$ cat src/verilog/hvpwm_defines.vh
// Register map, field positions and reset values of the PWM and
// high-voltage output control block. Definitions only.
`ifndef HVPWM_DEFINES_VH
`define HVPWM_DEFINES_VH
// ==========================================================
// Register indices on the plain register port
`define ADDR_HV_OUTPUT_ENABLE_CTRL 3'h0
`define ADDR_HV_OUTPUT_SELECT_DATA 3'h1
`define ADDR_PWM_CONTROL 3'h2
`define ADDR_PWM_DUTY_VALUE0 3'h3
`define ADDR_PWM_DUTY_VALUE1 3'h4
// ==========================================================
// Implemented-bit masks and reset values
`define MASK_HV_OUTPUT_ENABLE_CTRL 8'h0F
`define MASK_HV_OUTPUT_SELECT_DATA 8'hF3
`define MASK_PWM_CONTROL 8'hE3
`define RESET_REG 8'h00
// ==========================================================
// Field positions
`define BIT_OUTPUT_ENABLE0 0
`define BIT_LOW_SIDE_ENABLE0 1
`define BIT_STATIC_LEVEL0 0
`define BIT_SOURCE_SELECT0 4
`define BIT_PWM_GLOBAL_ENABLE 7
`define BIT_PRESCALE_SELECT 5
`define BIT_TYPE_SELECT0 0
// ==========================================================
// Source select codes (upper bit set means PWM source)
`define SRC_PWM0 2'h2
`define SRC_PWM1 2'h3
`endif
$ cat src/verilog/hvpwm_ctrl.v
// Two 8-bit PWM channels and the digital control of two high-voltage
// driver outputs, with the anti-shoot-through gate stage.
// Assumes registers reached over a plain synchronous strobe port.
`timescale 1ns/1ps
`include "hvpwm_defines.vh"

module hvpwm_ctrl #(
  parameter CHANNELS = 2
) (
  input wire MCLK, // System clock, 40 MHz
  input wire ARST_N, // Asynchronous reset, active low
  input wire [2:0] ADDR, // Register index
  input wire [7:0] WDATA, // Write data
  input wire WR, // Write strobe
  input wire RD, // Read strobe
  output reg [7:0] RDATA, // Read data, cycle after RD
  output wire [1:0] PWM_OUT, // Raw PWM channel levels
  output wire [1:0] TOP_GATE_DRIVE, // Top transistor off, per channel
  output wire [1:0] BOTTOM_GATE_DRIVE // Bottom transistor on, per channel
);

  // ==========================================================
  // Registers
  reg [7:0] hv_output_enable_ctrl;
  reg [7:0] hv_output_select_data;
  reg [7:0] pwm_control;
  reg [7:0] pwm_duty_value [0:CHANNELS-1];
  reg [7:0] next_rdata;

  always @(posedge MCLK or negedge ARST_N) begin
    if (!ARST_N) begin
      hv_output_enable_ctrl <= `RESET_REG;
      hv_output_select_data <= `RESET_REG;
      pwm_control <= `RESET_REG;
      pwm_duty_value[0] <= `RESET_REG;
      pwm_duty_value[1] <= `RESET_REG;
    end else if (WR) begin
      case (ADDR)
        `ADDR_HV_OUTPUT_ENABLE_CTRL:
          hv_output_enable_ctrl <= WDATA & `MASK_HV_OUTPUT_ENABLE_CTRL;
        `ADDR_HV_OUTPUT_SELECT_DATA:
          hv_output_select_data <= WDATA & `MASK_HV_OUTPUT_SELECT_DATA;
        `ADDR_PWM_CONTROL:
          pwm_control <= WDATA & `MASK_PWM_CONTROL;
        `ADDR_PWM_DUTY_VALUE0: pwm_duty_value[0] <= WDATA;
        `ADDR_PWM_DUTY_VALUE1: pwm_duty_value[1] <= WDATA;
        default: ;
      endcase
    end
  end

  // Unmapped indices read as zero
  always @* begin
    case (ADDR)
      `ADDR_HV_OUTPUT_ENABLE_CTRL: next_rdata = hv_output_enable_ctrl;
      `ADDR_HV_OUTPUT_SELECT_DATA: next_rdata = hv_output_select_data;
      `ADDR_PWM_CONTROL: next_rdata = pwm_control;
      `ADDR_PWM_DUTY_VALUE0: next_rdata = pwm_duty_value[0];
      `ADDR_PWM_DUTY_VALUE1: next_rdata = pwm_duty_value[1];
      default: next_rdata = 8'h00;
    endcase
  end

  always @(posedge MCLK or negedge ARST_N) begin
    if (!ARST_N) begin
      RDATA <= 8'h00;
    end else if (RD) begin
      RDATA <= next_rdata;
    end else begin
      RDATA <= 8'h00;
    end
  end

  // ==========================================================
  // Prescaler: one-cycle tick every 1..4 system clocks
  wire pwm_global_enable = pwm_control[`BIT_PWM_GLOBAL_ENABLE];
  wire [1:0] pwm_prescale_select =
    pwm_control[`BIT_PRESCALE_SELECT+1:`BIT_PRESCALE_SELECT];
  reg [1:0] prescale_count;
  wire tick = pwm_global_enable &&
              (prescale_count == pwm_prescale_select);

  always @(posedge MCLK or negedge ARST_N) begin
    if (!ARST_N) begin
      prescale_count <= 2'h0;
    end else if (!pwm_global_enable || tick) begin
      prescale_count <= 2'h0;
    end else begin
      prescale_count <= prescale_count + 2'h1;
    end
  end

  // ==========================================================
  // Shared 8-bit cycle counter; a cycle is 256 ticks
  reg [7:0] cycle_count;

  always @(posedge MCLK or negedge ARST_N) begin
    if (!ARST_N) begin
      cycle_count <= 8'h00;
    end else if (!pwm_global_enable) begin
      cycle_count <= 8'h00;
    end else if (tick) begin
      cycle_count <= cycle_count + 8'h01;
    end
  end

  // ==========================================================
  // Per-channel PWM and high-voltage output path
  genvar ch;
  generate
    for (ch = 0; ch < CHANNELS; ch = ch + 1) begin : g_chan
      reg [7:0] duty_live;
      reg level;
      wire pwm_type_select = pwm_control[`BIT_TYPE_SELECT0 + ch];
      // Latched duty; loaded while idle or as a new cycle begins, so
      // a cycle never mixes two duty values
      wire load = !pwm_global_enable || (tick && cycle_count == 8'hFF);
      // Four sub-cycles of 64 or two of 128
      wire [6:0] phase = pwm_type_select ? cycle_count[6:0] :
                         {1'b0, cycle_count[5:0]};
      wire [1:0] sub_index = pwm_type_select ? {1'b0, cycle_count[7]} :
                             cycle_count[7:6];
      wire [6:0] base_count = pwm_type_select ? duty_live[7:1] :
                              {1'b0, duty_live[7:2]};
      wire [1:0] extra_count = pwm_type_select ? {1'b0, duty_live[0]} :
                               duty_live[1:0];
      wire [7:0] high_len = {1'b0, base_count} +
                            {7'h00, (sub_index < extra_count)};

      always @(posedge MCLK or negedge ARST_N) begin
        if (!ARST_N) begin
          duty_live <= 8'h00;
        end else if (load) begin
          duty_live <= pwm_duty_value[ch];
        end
      end

      // Registered level: high from the start of each sub-cycle
      always @(posedge MCLK or negedge ARST_N) begin
        if (!ARST_N) begin
          level <= 1'b0;
        end else if (!pwm_global_enable) begin
          level <= 1'b0;
        end else begin
          level <= ({1'b0, phase} < high_len);
        end
      end
      assign PWM_OUT[ch] = level;

      // Output control
      wire hv_channel_output_enable =
        hv_output_enable_ctrl[`BIT_OUTPUT_ENABLE0 + 2*ch];
      wire low_side_enable =
        hv_output_enable_ctrl[`BIT_LOW_SIDE_ENABLE0 + 2*ch];
      wire hv_static_level = hv_output_select_data[`BIT_STATIC_LEVEL0 + ch];
      wire [1:0] hv_source_select =
        hv_output_select_data[`BIT_SOURCE_SELECT0+2*ch+1:
                              `BIT_SOURCE_SELECT0+2*ch];
      reg channel_function_level;
      reg top_gate_request;
      reg bottom_gate_request;

      always @* begin
        case (hv_source_select)
          `SRC_PWM0: channel_function_level = PWM_OUT[0];
          `SRC_PWM1: channel_function_level = PWM_OUT[1];
          default: channel_function_level = hv_static_level;
        endcase
        if (!hv_channel_output_enable) begin
          top_gate_request = 1'b1;
          bottom_gate_request = 1'b0;
        end else begin
          top_gate_request = !channel_function_level;
          // Low side only when enabled; software keeps it clear for PWM
          bottom_gate_request = !channel_function_level &&
                                low_side_enable;
        end
      end

      // Bottom request always forces the top drive high too, so both never conduct
      // through the opposite pair: 01 becomes 11
      assign TOP_GATE_DRIVE[ch] = top_gate_request ||
                                  bottom_gate_request;
      assign BOTTOM_GATE_DRIVE[ch] = bottom_gate_request;
    end
  endgenerate

endmodule // hvpwm_ctrl

$ cat config.mk
export PLATFORM = sky130hd
export DESIGN_NAME = hvpwm_ctrl
export DESIGN_NICKNAME = d
export VERILOG_FILES = /design/src/verilog/hvpwm_ctrl.v
export VERILOG_INCLUDE_DIRS = /design/src /design/src/verilog
export SDC_FILE = /design/constraint.sdc
export NUM_CORES = 1
export LEC_CHECK = 0
export BUFFER_PORTS_ARGS = -buffer_cell sky130_fd_sc_hd__buf_2
export CAP_MARGIN = 20
export CORE_MARGIN = 2
export CORE_UTILIZATION = 50
export CTS_CLUSTER_SIZE = 10
export DETAILED_ROUTE_END_ITERATION = 16
export MAX_ROUTING_LAYER = met4
export PLACE_DENSITY_LB_ADDON = 0.1
export SLEW_MARGIN = 0
export SYNTH_ARGS = -nofsm -noshare
export SYNTH_HDL_FRONTEND = slang
export SYNTH_SLANG_ARGS = --single-unit
$ cat constraint.sdc
create_clock -name MCLK -period 8.3 [get_ports MCLK]
set_clock_uncertainty 0.2 [all_clocks]
set_input_delay 0 -clock MCLK [delete_from_list [all_inputs] [get_ports MCLK]]
set_output_delay 0 -clock MCLK [all_outputs]
set_load 0.01 [all_outputs]
* After elaboration in Yosys (flattened, before gate mapping)
Cells that the tools add are included.
W data, S select, Z words.
** Word-level totals
- Flip-flop bits (word level) :: 67
- Input bits :: 15
- Output and inout port bits :: 14
- Word-level logic and storage cells :: 69
** Cells by class
- Muxes and demuxes :: 21
- Equal/unequal tests :: 11
- Add/sub/neg operators :: 4
- $lt $le $gt $ge :: 4
- Reductions and logical operators :: 17
** Operator list (count)
- $pmux W8 S5 :: 1
- $mux W7 :: 4
- $mux W8 :: 3
- $add A7 B1 Y8 :: 2
- $lt A7 B8 Y1 :: 2
- $mux W2 :: 5
- $reduce_and A2 Y1 :: 5
- $add A8 B1 Y8 const B :: 1
- $eq A2 B2 Y1 const B :: 4
- $eq A8 B8 Y1 const B :: 1
- $eq A3 B2 Y1 const B :: 2
- $mux W1 :: 6
- $logic_and A1 B1 Y1 :: 4
- $logic_or A1 B1 Y1 :: 4
- $lt A2 B2 Y1 :: 2
- $pmux W1 S2 :: 2
- $eq A3 B1 Y1 const B :: 1
- $eq A3 B3 Y1 const B :: 1
- $logic_not A1 Y1 :: 3
- $logic_not A3 Y1 :: 1
- $add A2 B1 Y2 const B :: 1
- $eq A2 B2 Y1 :: 1
- $ne A2 B1 Y1 const B :: 1

* Logic depth before layout (Yosys ltp)
Gate-level depths: netlist of run 1.
- Depth in word-level cells :: 6
- Depth in mapped cells :: 16
- Depth with buffers taken out :: 14

* Worst setup path after synthesis of run 1
Ideal clock, no wire load.
- Path kind :: register -> register
- Start point :: register pwm_control[1]
- End point :: register g_chan[1].level
- Buffers on the path :: 2
- Stages on the path, launching flop included :: 17
- Path slack :: 5091 ps
- Clock period less this slack :: 3209 ps
- Data required time :: 8034 ps
- Setup time :: 66 ps
- Data arrival time :: 2943 ps
- Cells stage by stage :: dfrtp_1 buf_2 clkbuf_1 nor2b_1 ha_1 a21oi_1 ha_1 ha_1 nand3_1 xor2_1 nand2_1 o21ai_0 ha_1 and4_1 a2111oi_0 o21ai_0 nand2_1
** On the way
- Word-level cells in the longest chain between the ends :: 5
- Elaborated cells on any way between the ends :: 8
- Classes of those cells :: add/sub (1); order compare (2); mux (5)
** Ends and longest elaborated chain
- from (decl) :: RTL line hvpwm_ctrl.v:26 : reg [7:0] pwm_control;
- from (signal assigned) :: RTL line hvpwm_ctrl.v:34 : pwm_control <= `RESET_REG;
- from (signal assigned) :: RTL line hvpwm_ctrl.v:44 : pwm_control <= WDATA & `MASK_PWM_CONTROL;
- $mux W2, on equally long branches :: RTL line hvpwm_ctrl.v:121, hvpwm_ctrl.v:125
- $lt A2 B2 Y1 :: RTL line hvpwm_ctrl.v:128 : {7'h00, (sub_index < extra_count)};
- $add A7 B1 Y8 :: RTL line hvpwm_ctrl.v:127 : wire [7:0] high_len = {1'b0, base_count} +
- $lt A7 B8 Y1 (*) :: RTL line hvpwm_ctrl.v:145 : level <= ({1'b0, phase} < high_len);
- $mux W1 (*) :: RTL line hvpwm_ctrl.v:142 : end else if (!pwm_global_enable) begin
- to (signal assigned) :: RTL line hvpwm_ctrl.v:145
- to (decl) :: RTL line hvpwm_ctrl.v:113 : reg level;
Every way passes the cells marked *; elsewhere a longest branch is shown, timed or not.
A chain may end at the register's enable or synchronous reset.

* Final worst setup path of run 1
Same ends and word-level chain as after synthesis.

==> out/metrics.yaml, run 1 <==
leakagePower_nw: 2.01
max-cap-violations: 0
rsz0062_at_grt: "false"
root_buffer: "clkbuf_8"
whs_ns: 0.0738
drtIter0Drc: 135
fillers: 683
fmax_ghz: 0.292
yosys-top-cells-area: "dfrtp_1 (43%), mux2_2 (12%), ha_1 (6.1%)"
drt-pass1-iter-count: 4
end_kind: "flop"
synthCells: 349
setup_violations: 0
regArea_mm2: 0.00168
hpwlAfterDp_um: 6190
syn_nets: 383
ios: 29
synthFlopType: "dfrtp_1"
cts_tree: "built"
start_kind: "flop"
powerDensity_mw_per_mm2: 266
clk_latency_ns: 0.34
antenna_left: 0
min_path_type: "input port to flop"
numCtsBuffers: 9
worst_slew_pin_slew_ns: 0.919
synthArstFlopShare_pct: 100
path_buf_inv: 0
synthTopCellsByCount: "dfrtp_1 (67), mux2_2 (43), nand2_1 (27)"
cp_cell_sequence: "nor2b_1, ha_1, a21oi_1, ha_1, ha_1, nand3_1, xor2_1, nand2_1, o21ai_0, ha_1, and4_1, a2111oi_0, o21ai_0, nand2_1"
area.growth.synth_to_final_pct: 13.0
core_area_mm2: 0.00761
fin_crit_sh_pct: 41.3
crit_top_cell: "ha_1"
nNetsFinal: 419
fin_crit_ns: 3.43
ys_types: 46
grt_usage_pct: 22.5
syn-cell-area_mm2: 0.00388
cts_sinks: 67
final_cell_count_no_fill: 491
grt_max_degree: 68
syn_avg_cell_area_um2: 11.1
drcViolationCount: 0
slew_headroom_pct: 38.8
fp.dieW_um: 92.1
die_area_mm2: 0.00848
synth_warnings: 0
drive_above_1_share_pct: 26.2
critical_path_class: "flop to flop"
hold_viol_final: 0
run_status: "complete, no violations"
totalPowerFinal_w: 0.00117
fp-row-count: 32
drt-total-wl_um: 8510
initial_utilization_pct: 51.0
grt_pass1_vias: 2689
cts.htree.levels: 3
cp_slowest_stage_delay_ns: 0.72
cp_max_fo: 17
vias_per_cell: 5.59
ys_seq_elements: 67
die-height_um: 92.1
place_congestion: 0.825
n_antenna_cell: 0
yosysMostFrequentCell: "dfrtp_1"
multiInputGateArea_mm2: 0.00206
wl_per_cell_um: 17.3
ir_drop_mv: 0.115
fin_setup_tns_ns: 0
cts.clk_slew.worst_paths_ns: 0.08
vias: 2744
grt_first_pass_wirelength_um: 14200
final_util_pct: 57.6
clock_path_buffers: 2
grt_antenna_before_repair: 0
crit_arrival_ns: 3.51
synth.top_cell.area_share_pct: 43.2
maxSlewViolCount: 0
slowest_stage: "dfrtp_1"
path_delay_family: "adder cells"
port_buffers: 28
synth-seq-area-share_pct: 43.2
synth_edf_count: 0
cp.required_ns: 8.38
synth_top_area_cell: "dfrtp_1"
grt_overflow: 0
dp.cells: 463
==> where the power goes <==
part           leakage (nW)  total, W  internal (W)  switching, W
Combinational          1.07  0.000368      0.000192      0.000176
Sequential            0.835  0.000508      0.000402      0.000106
Clock                 0.106  0.000291      0.000167      0.000124
==> cells by family (layout without fill, tap and decap cells) <==
group	Yosys count	in the layout	share of synthesized area (%)
and+or+nand+nor	102	102	14.0
DFF	67	67	43.2
muxes	65	65	19.5
AOI/OAI and AO/OA	49	49	8.39
buffers and inverters	26	66	3.65
xor gates and xnor gates	21	21	5.13
adders and majority gates	19	19	6.13
==> state kept, by name, summed over array words and instances (netlist names) <==
signal and cells:
RDATA 8, cycle_count 8, g_chan.duty_live 16, g_chan.level 2
hv_output_enable_ctrl 4, hv_output_select_data 6, prescale_count 2, pwm_control 5
pwm_duty_value 16
==> tightest hold or removal path: stages <==
cell	delay (ns)
buf_2	0.10
nand2b_1	0.18
nor3b_2	0.14
o21ai_0	0.14
==> cells in the final DEF (no fill, tap or decap), types with 7 or more instances in the layout <==
| master | n |
|---|---|
| mux2_4 | 10 |
| clkbuf_8 | 9 |
| nor2_1 | 13 |
| nand4_1 | 7 |
| o21ai_0 | 15 |
| ha_1 | 19 |
| nor2b_1 | 7 |
| nand2b_1 | 10 |
| dfrtp_1 | 67 |
| nand2_1 | 27 |
| inv_1 | 9 |
| mux2_2 | 43 |
| mux2i_1 | 12 |
| and2_1 | 8 |
| xor2_1 | 13 |
| nand3_1 | 10 |
| dlygate4sd3_1 | 13 |
| buf_2 | 28 |
==> timing repair <==
item,CTS,global route
hold endpoints to repair,106,0
setup endpoints to repair,0,0
buffers inserted,0,0
hold buffers,13,0
resized for setup,0,0
==> metrics by stage <==
stage / setup WS (ns) / area, um2
final: 4.87 / 4380
after global placement: 5.02 / 4050
after detailed placement: 4.85 / 4050
after global routing: 4.58 / 4380
after floorplan: 5.09 / 3880
after CTS: 4.85 / 4380
==> metal layers <==
layer  wire [um]  global-route usage, %  vias up
li1            -                      -     1326
met1        4030                   30.8     1370
met2        4180                   34.3       40
met3         236                   3.94        8
met4          67                   6.97        0
met5           0                      -        -
==> path summary, 6_finish.rpt <==
path                                             start                                  to  slack [ns]  cells past startpoint
min                                                 WR          pwm_control[7]$_DFFE_PN0P_        0.07                      4
max in group asynchronous                       ARST_N         prescale_count[1]$_DFF_PN0_        7.17                      3
max                         pwm_control[1]$_DFFE_PN0P_           g_chan[1].level$_DFF_PN0_        4.87                     14
min in group asynchronous                       ARST_N  g_chan[0].duty_live[4]$_DFFE_PN0P_        0.17                      3
max reg2reg                 pwm_control[1]$_DFFE_PN0P_           g_chan[1].level$_DFF_PN0_        4.87                     14
min reg2reg                prescale_count[0]$_DFF_PN0_         prescale_count[0]$_DFF_PN0_        0.33                      1
==> layout make-up <==
type | instances | area share, %
repair buffers | 42 | 6.34
well taps | 102 | 2.91
flip-flops and latches | 67 | 38.3
clock inverters | 5 | 1.80
clock buffers | 10 | 2.91
multi-input cells | 256 | 47.0
inverters | 9 | 0.771
Power figures use the tool's default switching activity.
==> run 2: changes to the inputs <==
--- a/config.mk
+++ b/config.mk
@@ -6,6 +6,7 @@
 export SDC_FILE = /design/constraint.sdc
 export NUM_CORES = 1
 export LEC_CHECK = 0
+export ABC_AREA = 1
 export BUFFER_PORTS_ARGS = -buffer_cell sky130_fd_sc_hd__buf_2
 export CAP_MARGIN = 20
 export CORE_MARGIN = 2
==> constraint.sdc (replaced) <==
create_clock -name MCLK -period 3 [get_ports MCLK]
set_clock_uncertainty 0.2 [all_clocks]
set_input_delay 0 -clock MCLK [delete_from_list [all_inputs] [get_ports MCLK]]
set_output_delay 0 -clock MCLK [all_outputs]
set_load 0.01 [all_outputs]
==> run 2 against run 1 <==
Total power rose to 2.5 times the previous value. Non-clock buffer count rose by 8. First-iteration DRC count rose by 35%. Utilization grew 2.6 points. Die area fell by 4.9%. Synthesized cell count increased by 34%. Clock power grew to 3.2 times the previous value. Count of clock-buffer cells in the layout did not move. Critical endpoint is now g_chan[0].level$_DFF_PN0_. Largest power group unchanged.
==> out/metrics.yaml, run 2 <==
antenna_left: 0
grt_usage_pct: 22.8
cts.htree.levels: 3
busiest_layer: "met2"
core_area_mm2: 0.00718
fp.dieW_um: 89.8
run_status: "complete, no violations"
ir_drop_mv: 0.347
drcViolationCount: 0
vias: 3055
grt_first_pass_wirelength_um: 14200
syn-cell-area_mm2: 0.00368
dp.cells: 587
synth_edf_count: 0
maxSlewViolCount: 0
final_cell_count_no_fill: 619
max-cap-violations: 0
yosys-top-cells-area: "dfrtp_1 (46%), nand2_1 (17%), ha_1 (6.5%)"
reg2reg_depth: 14
syn_nets: 502
numCtsBuffers: 9
regToRegStartpoint: "cycle_count[7]$_DFFE_PN0P_"
syn_avg_cell_area_um2: 7.86
preCtsSetupSlack_ns: 0.236
cp_slowest_stage_delay_ns: 0.41
fin_crit_ns: 2.77
cts_sinks: 67
placed_area_mm2: 0.00391
ys_seq_elements: 67
drt-pass1-iter-count: 4
path_buf_inv: 1
crit_top_cell: "nand3_1"
grt_overflow: 0
slew_headroom_pct: 44.2
synth_top_area_cell: "dfrtp_1"
cp.depth: 14
synthFlopType: "dfrtp_1"
nNetsFinal: 549
end_kind: "flop"
cts_tree: "built"
fin_crit_sh_pct: 92.2
powerDensity_mw_per_mm2: 679
rsz0062_at_grt: "false"
vias_per_cell: 4.94
synth.top_cell.area_share_pct: 45.6
slowest_stage: "dfrtp_1"
use_met2_pct: 35.9
stdcell_area_mm2: 0.00432
wl_per_cell_um: 13.6
layout_setup_ws_ns: 0.233
synth-seq-area-share_pct: 45.6
synthArstFlopShare_pct: 100
grt_pass1_vias: 3037
layout_commonest_cell: "nand2_1"
clk_latency_ns: 0.34
n_antenna_cell: 0
hold_viol_final: 0
cp.required_ns: 3.07
worst_slew_pin_slew_ns: 0.837
synthTopCellsByCount: "nand2_1 (167), dfrtp_1 (67), inv_1 (47)"
drt-total-wl_um: 8430
ys_types: 32
cp_max_fo: 5
reg_top3: "g_chan.duty_live: 16 flops, pwm_duty_value: 16 flops"
place_congestion: 0.856
clock_path_buffers: 2
yosysMostFrequentCell: "nand2_1"
die_area_mm2: 0.00806
final_cell_mix: "nand2_1 (167), dfrtp_1 (67), inv_1 (47)"
fp-row-count: 31
min_path_type: "input port to asynchronous set/reset pin"
hpwlAfterDp_um: 6050
drtIter0Drc: 182
worstReg2RegEnd: "g_chan[0].level$_DFF_PN0_"
root_buffer: "clkbuf_8"
synth_warnings: 0
initial_utilization_pct: 51.3
grt_use_met1_pct: 29.6
synthCells: 468
grt_antenna_before_repair: 0
grt_max_degree: 68
die-height_um: 89.8
r2r_slack_ns: 0.23
port_buffers: 28
start_kind: "flop"
setup_violations: 0
cp_cell_sequence: "inv_1, nor2_1, ha_1, a21oi_1, ha_1, nand3_1, nor2_1, nand3_1, xor2_1, ha_1, a21o_1, nand3_1, nand3_1, nor2_1"
globalRouteMet3Util_pct: 2.85
critical_path_class: "flop to flop"
path_delay_family: "adder cells"
crit_arrival_ns: 2.84
ios: 29
leakagePower_nw: 2.22
drive_above_1_share_pct: 11.0
fmax_ghz: 0.361
area.growth.synth_to_final_pct: 17.4
cts.clk_slew.worst_paths_ns: 0.08
fin_setup_tns_ns: 0
-- run 2: cell count changes in the layout (fill, tap and decap cells not counted), moves of 7 or more --
cell      change
nand2b_1     -10
and2_1        -7
nor2b_1       -7
nor2_1        +7
nand2_1     +140
nand3_1      +25
mux2i_1      -12
mux2_4       -10
o21ai_0      +27
mux2_2       -43
inv_1        +38
-- run 2: logic make-up (layout without fill, tap and decap cells) --
| kind of cell | count (synthesis) | count (layout) | share of synthesized area [%] |
|---|---|---|---|
| AOI/OAI and AO/OA | 69 | 69 | 10.5 |
| DFF | 67 | 67 | 45.6 |
| buffers and inverters | 62 | 114 | 7.11 |
| xor gates and xnor gates | 14 | 14 | 3.33 |
| adders and majority gates | 19 | 19 | 6.46 |
| and+or+nand+nor | 237 | 237 | 27.0 |
-- run 2: where the power goes --
| group | internal [W] | switching, W |
|---|---|---|
| Combinational | 0.000306 | 0.000476 |
| Clock | 0.000574 | 0.000364 |
| Sequential | 0.00107 | 0.000143 |
| Total | 0.00195 | 0.000983 |
-- run 2: worst max path at each step --
stage,from,end,slack (ns)
6_report,cycle_count[7]$_DFFE_PN0P_,g_chan[0].level$_DFF_PN0_,0.23
5_1_grt,cycle_count[7]$_DFFE_PN0P_,g_chan[0].level$_DFF_PN0_,0.03
4_1_cts,cycle_count[7]$_DFFE_PN0P_,g_chan[0].level$_DFF_PN0_,0.24
3_5_place_dp,cycle_count[7]$_DFFE_PN0P_,g_chan[1].level$_DFF_PN0_,0.24
3_3_place_gp,cycle_count[7]$_DFFE_PN0P_,g_chan[1].level$_DFF_PN0_,0.34
2_1_floorplan,pwm_control[1]$_DFFE_PN0P_,g_chan[1].level$_DFF_PN0_,0.38
-- run 2: worst min-delay path: stages --
cell and delay, ns:
dlygate4sd3_1 0.52, buf_2 0.09, buf_4 0.63
-- run 2: area by class of cell --
class | count | area (um2)
repair buffers | 50 | 345
multi-input cells | 339 | 1740
clock inverters | 6 | 113
flip-flops and latches | 67 | 1680
inverters | 48 | 180
fillers | 645 | 2860
clock buffers | 10 | 138
well taps | 99 | 124
-- run 2: repair_timing --
item | in CTS | in global routing
endpoints found under the setup margin | 0 | 1
gates resized for setup | 0 | 1
hold buffers | 16 | 0
endpoints found under the hold margin | 106 | 0
setup buffers | 0 | 0
-- run 2: through the flow --
stage | util (%) | hold WS (ns) | total power (W)
floorplan | - | -0.496 | 0.00176
global placement | 54.4 | 0.0295 | 0.00197
detailed placement | 54.4 | 0.0302 | 0.00199
CTS | 60.2 | 0.211 | 0.00295
global route | 60.2 | 0.263 | 0.00314
finish | 60.2 | 0.159 | 0.00293
-- run 2: layer usage --
layer | wire [um] | vias to the layer above
li1 | - | 1606
met1 | 3980 | 1373
met2 | 4010 | 56
met3 | 258 | 20
met4 | 183 | 0
met5 | 0 | -
